`src/design/pps_pkg.sv`:
```
// package for the phy port selection block: register map, fields, timing
// assumes a 250 MHz system clock and a 32-bit classic wishbone register bus
`default_nettype none

package pps_pkg;

  // register map
  localparam logic [7:0]  HWCFG_OFFSET      = 8'h74;
  localparam logic [31:0] HWCFG_RESET       = 32'h0000_0000;

  // field positions in hardware_configuration
  localparam int          SOFT_RESET_TRIGGER_TRIG_BIT     = 0;
  localparam int          SOFT_RESET_TIMEOUT_FLAG_BIT       = 1;
  localparam int          PORT_EN_BIT       = 2;
  localparam int          STRAP_BIT         = 3;
  localparam int          MGMT_SEL_BIT      = 4;
  localparam int          CLK_SEL_LSB       = 5;
  localparam int          CLK_SEL_MSB       = 6;

  // field reset values
  localparam logic [1:0]  CLK_SEL_RESET     = 2'h0;
  localparam logic        MGMT_SEL_RESET    = 1'h0;
  localparam logic        PORT_EN_RESET     = 1'h0;
  localparam logic        SOFT_RESET_TIMEOUT_FLAG_RESET     = 1'h0;

  // mii clock source encodings
  localparam logic [1:0]  CLK_SRC_INT       = 2'h0;
  localparam logic [1:0]  CLK_SRC_EXT       = 2'h1;
  localparam logic [1:0]  CLK_SRC_OFF       = 2'h2;
  localparam logic [1:0]  CLK_SRC_INT_ALT   = 2'h3;

  // timing
  localparam int          CLK_PERIOD_PS     = 4000;
  localparam int          CLK_IDLE_NS       = 1000;
  localparam int          SOFT_RESET_TRIGGER_TIMEOUT_NS   = 2000;
  localparam int          CLK_IDLE_CYCLES   = (CLK_IDLE_NS * 1000) / CLK_PERIOD_PS;
  localparam int          SOFT_RESET_TRIGGER_TIMEOUT_CYC  = (SOFT_RESET_TRIGGER_TIMEOUT_NS * 1000) / CLK_PERIOD_PS;
  localparam int          CNT_W             = 10;

  // pin filter channels
  localparam int          NUM_WATCH         = 5;
  localparam int          W_INT_RX          = 0;
  localparam int          W_INT_TX          = 1;
  localparam int          W_EXT_RX          = 2;
  localparam int          W_EXT_TX          = 3;
  localparam int          W_EXT_MDIO        = 4;

  // soft reset sequencer
  typedef enum logic [0:0] {
    PPS_SR_IDLE,
    PPS_SR_WAIT
  } pps_sr_state_t;

endpackage : pps_pkg

`default_nettype wire

```
`src/design/pps_pin_watch.sv`:
```
// three-flop pin filter with edge-based activity detector
// assumes pin_i is asynchronous to clk_i; reset is synchronous
`default_nettype none

module pps_pin_watch
  import pps_pkg::*;
(
  // clock and reset
  input  wire logic clk_i,
  input  wire logic rst_i,
  // pin
  input  wire logic pin_i,
  // filtered view
  output logic      level_o,
  output logic      running_o
);

  logic             sync1;
  logic             sync2;
  logic             sync3;
  logic [CNT_W-1:0] idle_cnt;
  logic [CNT_W-1:0] next_idle_cnt;
  logic             next_level;
  logic             next_running;

  // synchroniser, left unreset so it settles during reset
  always_ff @(posedge clk_i) begin
    sync1 <= pin_i;
    sync2 <= sync1;
    sync3 <= sync2;
  end

  always_comb begin
    next_level    = level_o;
    next_idle_cnt = idle_cnt;
    if ((sync2 == sync3) && (sync3 != level_o)) begin
      next_level    = sync3;
      next_idle_cnt = '0;
    end else if (idle_cnt != CNT_W'(CLK_IDLE_CYCLES)) begin
      next_idle_cnt = idle_cnt + CNT_W'(1);
    end
    next_running = (next_idle_cnt != CNT_W'(CLK_IDLE_CYCLES));
  end

  always_ff @(posedge clk_i) begin
    if (rst_i) begin
      // level tracks the settled pin in reset: strap sees it, no false edge
      level_o   <= sync3;
      idle_cnt  <= CNT_W'(CLK_IDLE_CYCLES);
      running_o <= 1'b0;
    end else begin
      level_o   <= next_level;
      idle_cnt  <= next_idle_cnt;
      running_o <= next_running;
    end
  end

endmodule // pps_pin_watch

`default_nettype wire

```
`src/design/pps_port_select.sv`:
```
// phy port selection: mii clock source, management port routing, external
// port enable, external phy strap and soft reset timeout, behind one register
// assumes a classic wishbone master on clk_i and pins asynchronous to clk_i
//
// Design decisions made here: the Wishbone register port and the placing of the registers.
`default_nettype none

module pps_port_select
  import pps_pkg::*;
(
  // clock and reset
  input  wire logic        clk_i,
  input  wire logic        rst_i,
  // wishbone slave
  input  wire logic        wb_cyc_i,
  input  wire logic        wb_stb_i,
  input  wire logic        wb_we_i,
  input  wire logic [7:0]  wb_adr_i,
  input  wire logic [3:0]  wb_sel_i,
  input  wire logic [31:0] wb_dat_i,
  output logic             wb_ack_o,
  output logic [31:0]      wb_dat_o,
  // mii clocks from the two phys
  input  wire logic        int_rx_clk_i,
  input  wire logic        int_tx_clk_i,
  input  wire logic        ext_rx_clk_i,
  input  wire logic        ext_tx_clk_i,
  // mii clocks to the mac
  output logic             mac_rx_clk_o,
  output logic             mac_tx_clk_o,
  // management master on the mac side
  input  wire logic        mac_mdc_i,
  input  wire logic        mac_mdio_i,
  input  wire logic        mac_mdio_oe_i,
  output logic             mac_mdio_o,
  // internal phy management
  input  wire logic        int_mdio_i,
  output logic             int_mdc_o,
  output logic             int_mdio_o,
  output logic             int_mdio_oe_o,
  // external management pins
  input  wire logic        ext_mdio_i,
  output logic             ext_mdc_o,
  output logic             ext_mdio_o,
  output logic             ext_mdio_oe_o,
  // port enables
  output logic             ext_port_en_o,
  output logic             int_phy_en_o,
  // soft reset to controller registers
  output logic             soft_reset_o
);

  import pps_pkg::*;

  // pin filters
  logic [NUM_WATCH-1:0] watch_pin;
  logic [NUM_WATCH-1:0] watch_level;
  logic [NUM_WATCH-1:0] watch_running;

  assign watch_pin[W_INT_RX]   = int_rx_clk_i;
  assign watch_pin[W_INT_TX]   = int_tx_clk_i;
  assign watch_pin[W_EXT_RX]   = ext_rx_clk_i;
  assign watch_pin[W_EXT_TX]   = ext_tx_clk_i;
  assign watch_pin[W_EXT_MDIO] = ext_mdio_i;

  generate
    for (genvar g = 0; g < NUM_WATCH; g++) begin : g_watch
      pps_pin_watch u_watch (
        .clk_i     (clk_i),
        .rst_i     (rst_i),
        .pin_i     (watch_pin[g]),
        .level_o   (watch_level[g]),
        .running_o (watch_running[g])
      );
    end
  endgenerate

  // register state
  logic [1:0]       mii_clock_source_select;
  logic             mgmt_port_target_select;
  logic             outside_phy_port_enable;
  logic             outside_phy_present_strap;
  logic             soft_reset_timeout_flag;
  logic             strap_pending;
  pps_sr_state_t    sr_state;
  logic [CNT_W-1:0] sr_cnt;
  logic             wb_ack;
  logic [31:0]      wb_dat;
  logic             soft_reset;

  logic [1:0]       next_mii_clock_source_select;
  logic             next_mgmt_port_target_select;
  logic             next_outside_phy_port_enable;
  logic             next_outside_phy_present_strap;
  logic             next_soft_reset_timeout_flag;
  logic             next_strap_pending;
  pps_sr_state_t    next_sr_state;
  logic [CNT_W-1:0] next_sr_cnt;
  logic             next_wb_ack;
  logic [31:0]      next_wb_dat;
  logic             next_soft_reset;

  logic             bus_req;
  logic             hit;
  logic             wr_low;
  logic             int_clks_run;
  logic [31:0]      read_word;

  assign bus_req      = wb_cyc_i && wb_stb_i && !wb_ack;
  assign hit          = (wb_adr_i == HWCFG_OFFSET);
  assign wr_low       = bus_req && hit && wb_we_i && wb_sel_i[0];
  assign int_clks_run = watch_running[W_INT_RX] && watch_running[W_INT_TX];

  // read view, reserved bits zero
  always_comb begin
    read_word                            = '0;
    read_word[CLK_SEL_MSB:CLK_SEL_LSB]   = mii_clock_source_select;
    read_word[MGMT_SEL_BIT]              = mgmt_port_target_select;
    read_word[STRAP_BIT]                 = outside_phy_present_strap;
    read_word[PORT_EN_BIT]               = outside_phy_port_enable;
    read_word[SOFT_RESET_TIMEOUT_FLAG_BIT]               = soft_reset_timeout_flag;
    read_word[SOFT_RESET_TRIGGER_TRIG_BIT]             = (sr_state == PPS_SR_WAIT);
  end

  // register file and soft reset sequencer
  always_comb begin
    next_mii_clock_source_select   = mii_clock_source_select;
    next_mgmt_port_target_select   = mgmt_port_target_select;
    next_outside_phy_port_enable   = outside_phy_port_enable;
    next_outside_phy_present_strap = outside_phy_present_strap;
    next_soft_reset_timeout_flag   = soft_reset_timeout_flag;
    next_strap_pending             = 1'b0;
    next_sr_state                  = sr_state;
    next_sr_cnt                    = sr_cnt;
    next_soft_reset                = 1'b0;
    next_wb_ack                    = bus_req;
    next_wb_dat                    = '0;

    // strap caught on first edge after reset release
    if (strap_pending) begin
      next_outside_phy_present_strap = watch_level[W_EXT_MDIO];
    end

    if (bus_req && hit && !wb_we_i) begin
      next_wb_dat = read_word;
    end

    if (wr_low) begin
      next_mii_clock_source_select = wb_dat_i[CLK_SEL_MSB:CLK_SEL_LSB];
      next_mgmt_port_target_select = wb_dat_i[MGMT_SEL_BIT];
      next_outside_phy_port_enable = wb_dat_i[PORT_EN_BIT];
    end

    case (sr_state)
      PPS_SR_IDLE: begin
        if (wr_low && wb_dat_i[SOFT_RESET_TRIGGER_TRIG_BIT]) begin
          next_sr_state                = PPS_SR_WAIT;
          next_sr_cnt                  = '0;
          next_soft_reset_timeout_flag = 1'b0;
        end
      end
      PPS_SR_WAIT: begin
        if (int_clks_run) begin
          next_soft_reset = 1'b1;
          next_sr_state   = PPS_SR_IDLE;
        end else if (sr_cnt == CNT_W'(SOFT_RESET_TRIGGER_TIMEOUT_CYC - 1)) begin
          next_soft_reset_timeout_flag = 1'b1;
          next_sr_state                = PPS_SR_IDLE;
        end else begin
          next_sr_cnt = sr_cnt + CNT_W'(1);
        end
      end
      default: begin
        next_sr_state = PPS_SR_IDLE;
      end
    endcase
  end

  always_ff @(posedge clk_i) begin
    if (rst_i) begin
      mii_clock_source_select   <= CLK_SEL_RESET;
      mgmt_port_target_select   <= MGMT_SEL_RESET;
      outside_phy_port_enable   <= PORT_EN_RESET;
      outside_phy_present_strap <= 1'b0;
      soft_reset_timeout_flag   <= SOFT_RESET_TIMEOUT_FLAG_RESET;
      strap_pending             <= 1'b1;
      sr_state                  <= PPS_SR_IDLE;
      sr_cnt                    <= '0;
      wb_ack                    <= 1'b0;
      wb_dat                    <= HWCFG_RESET;
      soft_reset                <= 1'b0;
    end else begin
      mii_clock_source_select   <= next_mii_clock_source_select;
      mgmt_port_target_select   <= next_mgmt_port_target_select;
      outside_phy_port_enable   <= next_outside_phy_port_enable;
      outside_phy_present_strap <= next_outside_phy_present_strap;
      soft_reset_timeout_flag   <= next_soft_reset_timeout_flag;
      strap_pending             <= next_strap_pending;
      sr_state                  <= next_sr_state;
      sr_cnt                    <= next_sr_cnt;
      wb_ack                    <= next_wb_ack;
      wb_dat                    <= next_wb_dat;
      soft_reset                <= next_soft_reset;
    end
  end

  // routing outputs
  logic next_mac_rx_clk;
  logic next_mac_tx_clk;
  logic next_mac_mdio;
  logic next_int_mdc;
  logic next_int_mdio;
  logic next_int_mdio_oe;
  logic next_ext_mdc;
  logic next_ext_mdio;
  logic next_ext_mdio_oe;

  always_comb begin
    // clocks follow only the clock source field
    case (mii_clock_source_select)
      CLK_SRC_INT, CLK_SRC_INT_ALT: begin
        next_mac_rx_clk = watch_level[W_INT_RX];
        next_mac_tx_clk = watch_level[W_INT_TX];
      end
      CLK_SRC_EXT: begin
        next_mac_rx_clk = watch_level[W_EXT_RX];
        next_mac_tx_clk = watch_level[W_EXT_TX];
      end
      CLK_SRC_OFF: begin
        next_mac_rx_clk = 1'b0;
        next_mac_tx_clk = 1'b0;
      end
      default: begin
        next_mac_rx_clk = 1'b0;
        next_mac_tx_clk = 1'b0;
      end
    endcase

    // management follows only its own select, never the port enable
    if (mgmt_port_target_select) begin
      next_int_mdc     = 1'b0;
      next_int_mdio    = 1'b0;
      next_int_mdio_oe = 1'b1;
      next_ext_mdc     = mac_mdc_i;
      next_ext_mdio    = mac_mdio_i;
      next_ext_mdio_oe = mac_mdio_oe_i;
      next_mac_mdio    = watch_level[W_EXT_MDIO];
    end else begin
      next_int_mdc     = mac_mdc_i;
      next_int_mdio    = mac_mdio_i;
      next_int_mdio_oe = mac_mdio_oe_i;
      next_ext_mdc     = 1'b0;
      next_ext_mdio    = 1'b0;
      next_ext_mdio_oe = 1'b0;
      next_mac_mdio    = int_mdio_i;
    end
  end

  always_ff @(posedge clk_i) begin
    if (rst_i) begin
      mac_rx_clk_o  <= 1'b0;
      mac_tx_clk_o  <= 1'b0;
      mac_mdio_o    <= 1'b0;
      int_mdc_o     <= 1'b0;
      int_mdio_o    <= 1'b0;
      int_mdio_oe_o <= 1'b0;
      ext_mdc_o     <= 1'b0;
      ext_mdio_o    <= 1'b0;
      ext_mdio_oe_o <= 1'b0;
      ext_port_en_o <= 1'b0;
      int_phy_en_o  <= 1'b1;
    end else begin
      mac_rx_clk_o  <= next_mac_rx_clk;
      mac_tx_clk_o  <= next_mac_tx_clk;
      mac_mdio_o    <= next_mac_mdio;
      int_mdc_o     <= next_int_mdc;
      int_mdio_o    <= next_int_mdio;
      int_mdio_oe_o <= next_int_mdio_oe;
      ext_mdc_o     <= next_ext_mdc;
      ext_mdio_o    <= next_ext_mdio;
      ext_mdio_oe_o <= next_ext_mdio_oe;
      ext_port_en_o <= outside_phy_port_enable;
      int_phy_en_o  <= !outside_phy_port_enable;
    end
  end

  assign wb_ack_o     = wb_ack;
  assign wb_dat_o     = wb_dat;
  assign soft_reset_o = soft_reset;

endmodule // pps_port_select

`default_nettype wire

```
`config.mk`:
```
export PLATFORM = sky130hd
export DESIGN_NAME = pps_port_select
export DESIGN_NICKNAME = d
export VERILOG_FILES = /design/src/design/pps_pkg.sv /design/src/design/pps_pin_watch.sv /design/src/design/pps_port_select.sv
export SDC_FILE = /design/constraint.sdc
export NUM_CORES = 1
export LEC_CHECK = 0
export ABC_CLOCK_PERIOD_IN_PS = 6000
export BUFFER_PORTS_ARGS = -buffer_cell sky130_fd_sc_hd__buf_2
export CORE_ASPECT_RATIO = 1.1
export CORE_UTILIZATION = 57
export CTS_BUF_LIST = sky130_fd_sc_hd__clkbuf_8
export CTS_CLUSTER_DIAMETER = 60
export DETAILED_ROUTE_END_ITERATION = 8
export PLACE_DENSITY = 0.87
export SLEW_MARGIN = 15
export SYNTH_ARGS = -nofsm -noshare
export SYNTH_HDL_FRONTEND = slang
export SYNTH_SLANG_ARGS = --single-unit
```
`constraint.sdc`:
```
create_clock -name clk_i -period 6 [get_ports clk_i]
set_input_delay 0.9 -clock clk_i [delete_from_list [all_inputs] [get_ports clk_i]]
set_output_delay 0.9 -clock clk_i [all_outputs]
set_load 0.005 [all_outputs]
```
## Word-level counts from Yosys, hierarchy flattened

Index checks and enable logic that the tools add are counted.

- Equal/unequal tests: 23
- Bitwise gates (word level): 3
- Multiplexer cells: 32
- Reductions and logical operators: 29
- Add/sub/neg operators: 3

Operators with widths:

| kind | number |
|---|---|
| two-way mux 10 bit | 7 |
| inequality test 10 x 8 -> 1 bit, second input constant | 4 |
| adder 10 x 1 -> 10 bit, second input constant | 3 |
| two-way mux 1 bit | 20 |
| case mux 10 bit (2 select lines) | 1 |
| logical AND 1 bit | 13 |
| == test 10 x 9 -> 1 bit, second input constant | 1 |
| nonzero test 2 bit | 5 |
| OR reduction 2 bit | 5 |
| == test 8 x 7 -> 1 bit, second input constant | 1 |
| inequality test 2 bit, second input constant | 3 |
| case mux 1 bit (3 select lines) | 2 |
| AND reduction 3 bit | 2 |
| == test 1 bit | 5 |
| inequality test 1 bit | 5 |
| == test 2 bit, second input constant | 2 |
| case mux 1 bit (2 select lines) | 2 |
| zero test 1 bit | 3 |
| NOT 1 bit | 3 |
| == test 2 x 1 -> 1 bit, second input constant | 1 |
| zero test 2 bit | 1 |
| inequality test 2 x 1 -> 1 bit, second input constant | 1 |

- Output and inout bits: 45
- Register bits after elaboration: 105
- Input bits: 58

## Longest topological paths before layout

- Depth in word-level cells: 8
- Depth in mapped cells: 7

## Cells and area by module

Synthesis repeated with hierarchy kept, for this count alone.

- Cells, all modules: 593
- Area, all modules: 5445.2 sq um

Modules (own cells, without submodules):

| module | cells an instance | seq. area each (sq um) | area an instance (sq um) | instances |
|---|---|---|---|---|
| pps_pin_watch (g_watch[0].u_watch ...) | 84 | 310.3 | 754.5 | 4 |
| pps_port_select | 178 | 760.7 | 1687.9 | 1 |
| pps_pin_watch (g_watch[2].u_watch) | 79 | 310.3 | 739.5 | 1 |

## Least setup slack after synthesis

OpenSTA, ideal clock, no wires.

- Kind: input to register
- Start point: in wb_adr_i[1]
- End point: reg sr_cnt[6]
- Path buffers: 1
- Data arrival time: 2.413 ns
- Stages: 6
- Setup slack: 3.457 ns
- Data required time: 5.870 ns
- Setup time: 0.130 ns
- Path through: or4b_4 nor4_4 a31oi_4 buf_6 nor2_1 a211oi_2

- Word-level cells in the longest chain between the ends: 7

RTL lines:

| item | RTL line | source |
|---|---|---|
| start, declared | pps_port_select.sv:18 | `input wire logic [7:0] wb_adr_i,` |
| == test 8 x 7 -> 1 bit | pps_port_select.sv:110 | `assign hit = (wb_adr_i == HWCFG_OFFSET);` |
| logical AND 1 bit (3 in series) | pps_port_select.sv:111 | `assign wr_low = bus_req && hit && wb_we_i && wb_sel_i[0];` |
| logical AND 1 bit | pps_port_select.sv:156 | `if (wr_low && wb_dat_i[SOFT_RESET_TRIGGER_TRIG_BIT]) begin` |
| inequality test 2 bit (no line) | -- |  |
| AND reduction 3 bit (no line) | -- |  |
| end signal, assigned | pps_port_select.sv:200 | `sr_cnt <= next_sr_cnt;` |
| end, declared | pps_port_select.sv:86 | `logic [CNT_W-1:0] sr_cnt;` |

No other way between the ends.
A chain may end at the register's enable or synchronous reset.

## Final worst setup path

- Start point: in wb_adr_i[1]
- End point: reg sr_cnt[1]

The elaborated chain is that of the path after synthesis.

==> flow_summary.ini <==
[run_status]
status = finished, final reports clean

[floorplan]
core_um2 = 5769
start_util_pct = 59.42
top_level_ports = 103
die_w_um = 75.95
fp.dieH_um = 83.34
die_area_um2 = 6329
placementRows = 29

[global_routing]
antenna_found_initial = 0
first_global_vias = 2375
grt_max_degree = 48
grt-ovfl-total = 0
gr-usage-all-layers_pct = 20.09
grt_first_pass_wirelength_mm = 10.05

[detailed_routing]
via_per_inst = 5.260
drtIter0Drc = 182
wl_per_cell_um = 12.31
drt_pass1_iterations = 4
ant_nets = 0
vias = 2509
drc = 0
routed_wl_mm = 5.873

[sta]
max_freq_mhz = 407.1
fin_tns_setup_ns = 0
slew_violations = 0
period_share_pct = 40.94
grt_setup_unrepaired = no
final-setup-viol-count = 0
worst_slew_pin_slew_ns = 1.075
hold_viol_final = 0
fin_crit_ns = 2.457
finClkSkew_ns = 0.009124
relSlewSlack_pct = 27.35
whs_ns = 0.3314

[final_layout]
area_growth_pct = 9.854
nFillCells = 459
antenna_cells = 0
final_common_cell = dfxtp_1
final_nets = 459
final_cell_mix = dfxtp_1, buf_2, nor2_1, nand2_1, conb_1
drive_above_1_share_pct = 19.50

[synth]
synth_edf_count = 5
ys_types = 56
synth.ff_latch_count = 80
synth_ff_type = dfxtp_1
syn_area_um2 = 3428
synth_cells = 351
synth-async-reset-ratio_pct = 0
yosysWarnings = 0
synth-seq-area-share_pct = 48.18
synth.avg_cell_area_um2 = 9.767

[setup_path]
crit_required_ns = 6.22
cp-end-kind = flop
critical-path-top-delay-family = simple AND/OR/NAND/NOR gates
crit_buf_inv = 1
path_cells = buf_2 > or4b_4 > nor4_4 > a31oi_4 > a22oi_1 > nor2_1
cpPeakStageDelay_ns = 0.59
start_kind = input port
slowest_stage = nor4_4
cp_max_fo = 11
cp.arrival_ns = 2.68
critical_path_class = in2reg

[clock_tree]
hold_buffers = 0
cts_setup_buffers = 0
cts.repair.resized = 0
clkSinkCount = 80
cts_inserted_buffers = 9
clk_pin_slew_ns = 0.09
cts.htree.levels = 3
cts_tree = built
cts_root_buf = clkbuf_8
clockBufferDepth = 2
clock_latency_ns = 0.35

[min_path]
worstHoldPathType = reg2reg

[pwr]
power_density_nw_per_um2 = 303.8
peakVddDrop_mv = 0.2306
leakage_nw = 1.573

[placement]
post-dp-hpwl_mm = 4.104
place.gp.congestion = 0.7806
port-buffer-count = 47

[run]
maxCapViolations = 0
flip-flops by register name, summed over array words and instances (netlist names), 2 cells and up:
name and cells:
mii_clock_source_select 2, wb_dat_o 7, g_watch.u_watch.level_o 5, g_watch.u_watch.running_o 2
g_watch.u_watch.sync1 5, g_watch.u_watch.sync2 5, g_watch.u_watch.sync3 5, g_watch.u_watch.idle_cnt 20
sr_cnt 10
worst register-to-register path, stage by stage (launching register included):
cell      delay (ns)
dfxtp_1         0.40
ha_1            0.23
or4b_4          0.51
o311a_4         0.37
a31oi_4         0.35
nor2_1          0.09
a211oi_1        0.22
through the flow:
| step | util, % | power [mW] | cells | cell area (um2) | setup WS [ns] |
|---|---|---|---|---|---|
| after floorplan | - | 0.7262 | 375 | 3518 | 3.457 |
| after global placement | 61.64 | 0.7412 | 461 | 3556 | 3.185 |
| after detailed placement | 61.64 | 0.7460 | 461 | 3556 | 3.173 |
| after CTS | 65.28 | 1.153 | 477 | 3766 | 3.537 |
| after global routing | 65.28 | 1.198 | 477 | 3766 | 3.445 |
| final | 65.28 | 1.144 | 477 | 3766 | 3.543 |
layer usage:
metal	vias up	share of wire (%)	GRT usage, %
met1	1173	43	22.35
met3	10	3.9	6.044
met4	0	2.0	9.266
met5	-	0	0
li1	1261	-	-
met2	65	51	35.12
cells by family after synthesis:
group	share of synthesized area (%)
AND/OR/NAND/NOR	21.10
adder cells (fa/ha/maj)	2.190
flip-flops	48.18
buffers and inverters	9.453
XOR/XNOR	4.599
AO/OA/AOI/OAI	12.34
other	0.1094
multiplexers	2.044
final cells by class:
cell class / count / area (um2) / area share, %
flip-flops and latches: 80 / 1652 / 43.85
multi-input cells: 249 / 1543 / 40.96
repair buffers: 47 / 235.2 / 6.246
clock buffers: 9 / 123.9 / 3.289
well taps: 77 / 96.34 / 2.558
clock inverters: 7 / 86.33 / 2.292
inverters: 8 / 30.03 / 0.7973
power breakdown:
group          switching (mW)  total (mW)  internal (mW)  leakage (nW)
registers              0.0328       0.599          0.567         0.667
clock network           0.208       0.409          0.201         0.104
logic                  0.0704       0.135         0.0650         0.802
path summary, 6_finish.rpt:
| check | startpoint | end | slack, ns | cells after the start |
|---|---|---|---|---|
| setup / recovery | wb_adr_i[1] | sr_cnt[1]$_SDFFE_PP0P_ | 3.54 | 6 |
| hold / removal | g_watch[1].u_watch.sync1$_DFF_P_ | g_watch[1].u_watch.sync2$_DFF_P_ | 0.33 | 0 |
| setup reg to reg | sr_cnt[0]$_SDFFE_PP0P_ | sr_cnt[8]$_SDFFE_PP0P_ | 3.74 | 6 |
| hold reg to reg | g_watch[1].u_watch.sync1$_DFF_P_ | g_watch[1].u_watch.sync2$_DFF_P_ | 0.33 | 0 |
cell usage after synthesis (all sizes together) (3+ instances only):
| master | n | share of area, % |
|---|---|---|
| a211o | 3 | 0.77 |
| a211oi | 3 | 0.80 |
| a21oi | 15 | 2.3 |
| a31oi | 4 | 1.2 |
| a41oi | 3 | 0.77 |
| and2 | 11 | 2.0 |
| and3 | 3 | 0.55 |
| buf | 27 | 5.9 |
| clkbuf | 10 | 1.7 |
| dfxtp | 75 | 44 |
| edfxtp | 5 | 4.4 |
| ha | 6 | 2.2 |
| inv | 8 | 0.88 |
| mux2i | 7 | 2.0 |
| nand2 | 26 | 2.8 |
| nand3 | 13 | 1.9 |
| nand4 | 3 | 0.55 |
| nor2 | 44 | 4.8 |
| nor2b | 3 | 0.55 |
| nor3 | 8 | 1.2 |
| nor3b | 3 | 0.66 |
| nor4 | 3 | 1.2 |
| nor4b | 4 | 1.0 |
| o21ai | 7 | 1.1 |
| o21bai | 12 | 2.6 |
| xnor2 | 10 | 2.6 |
| xor2 | 8 | 2.0 |
(Power assumes the default switching activity.)
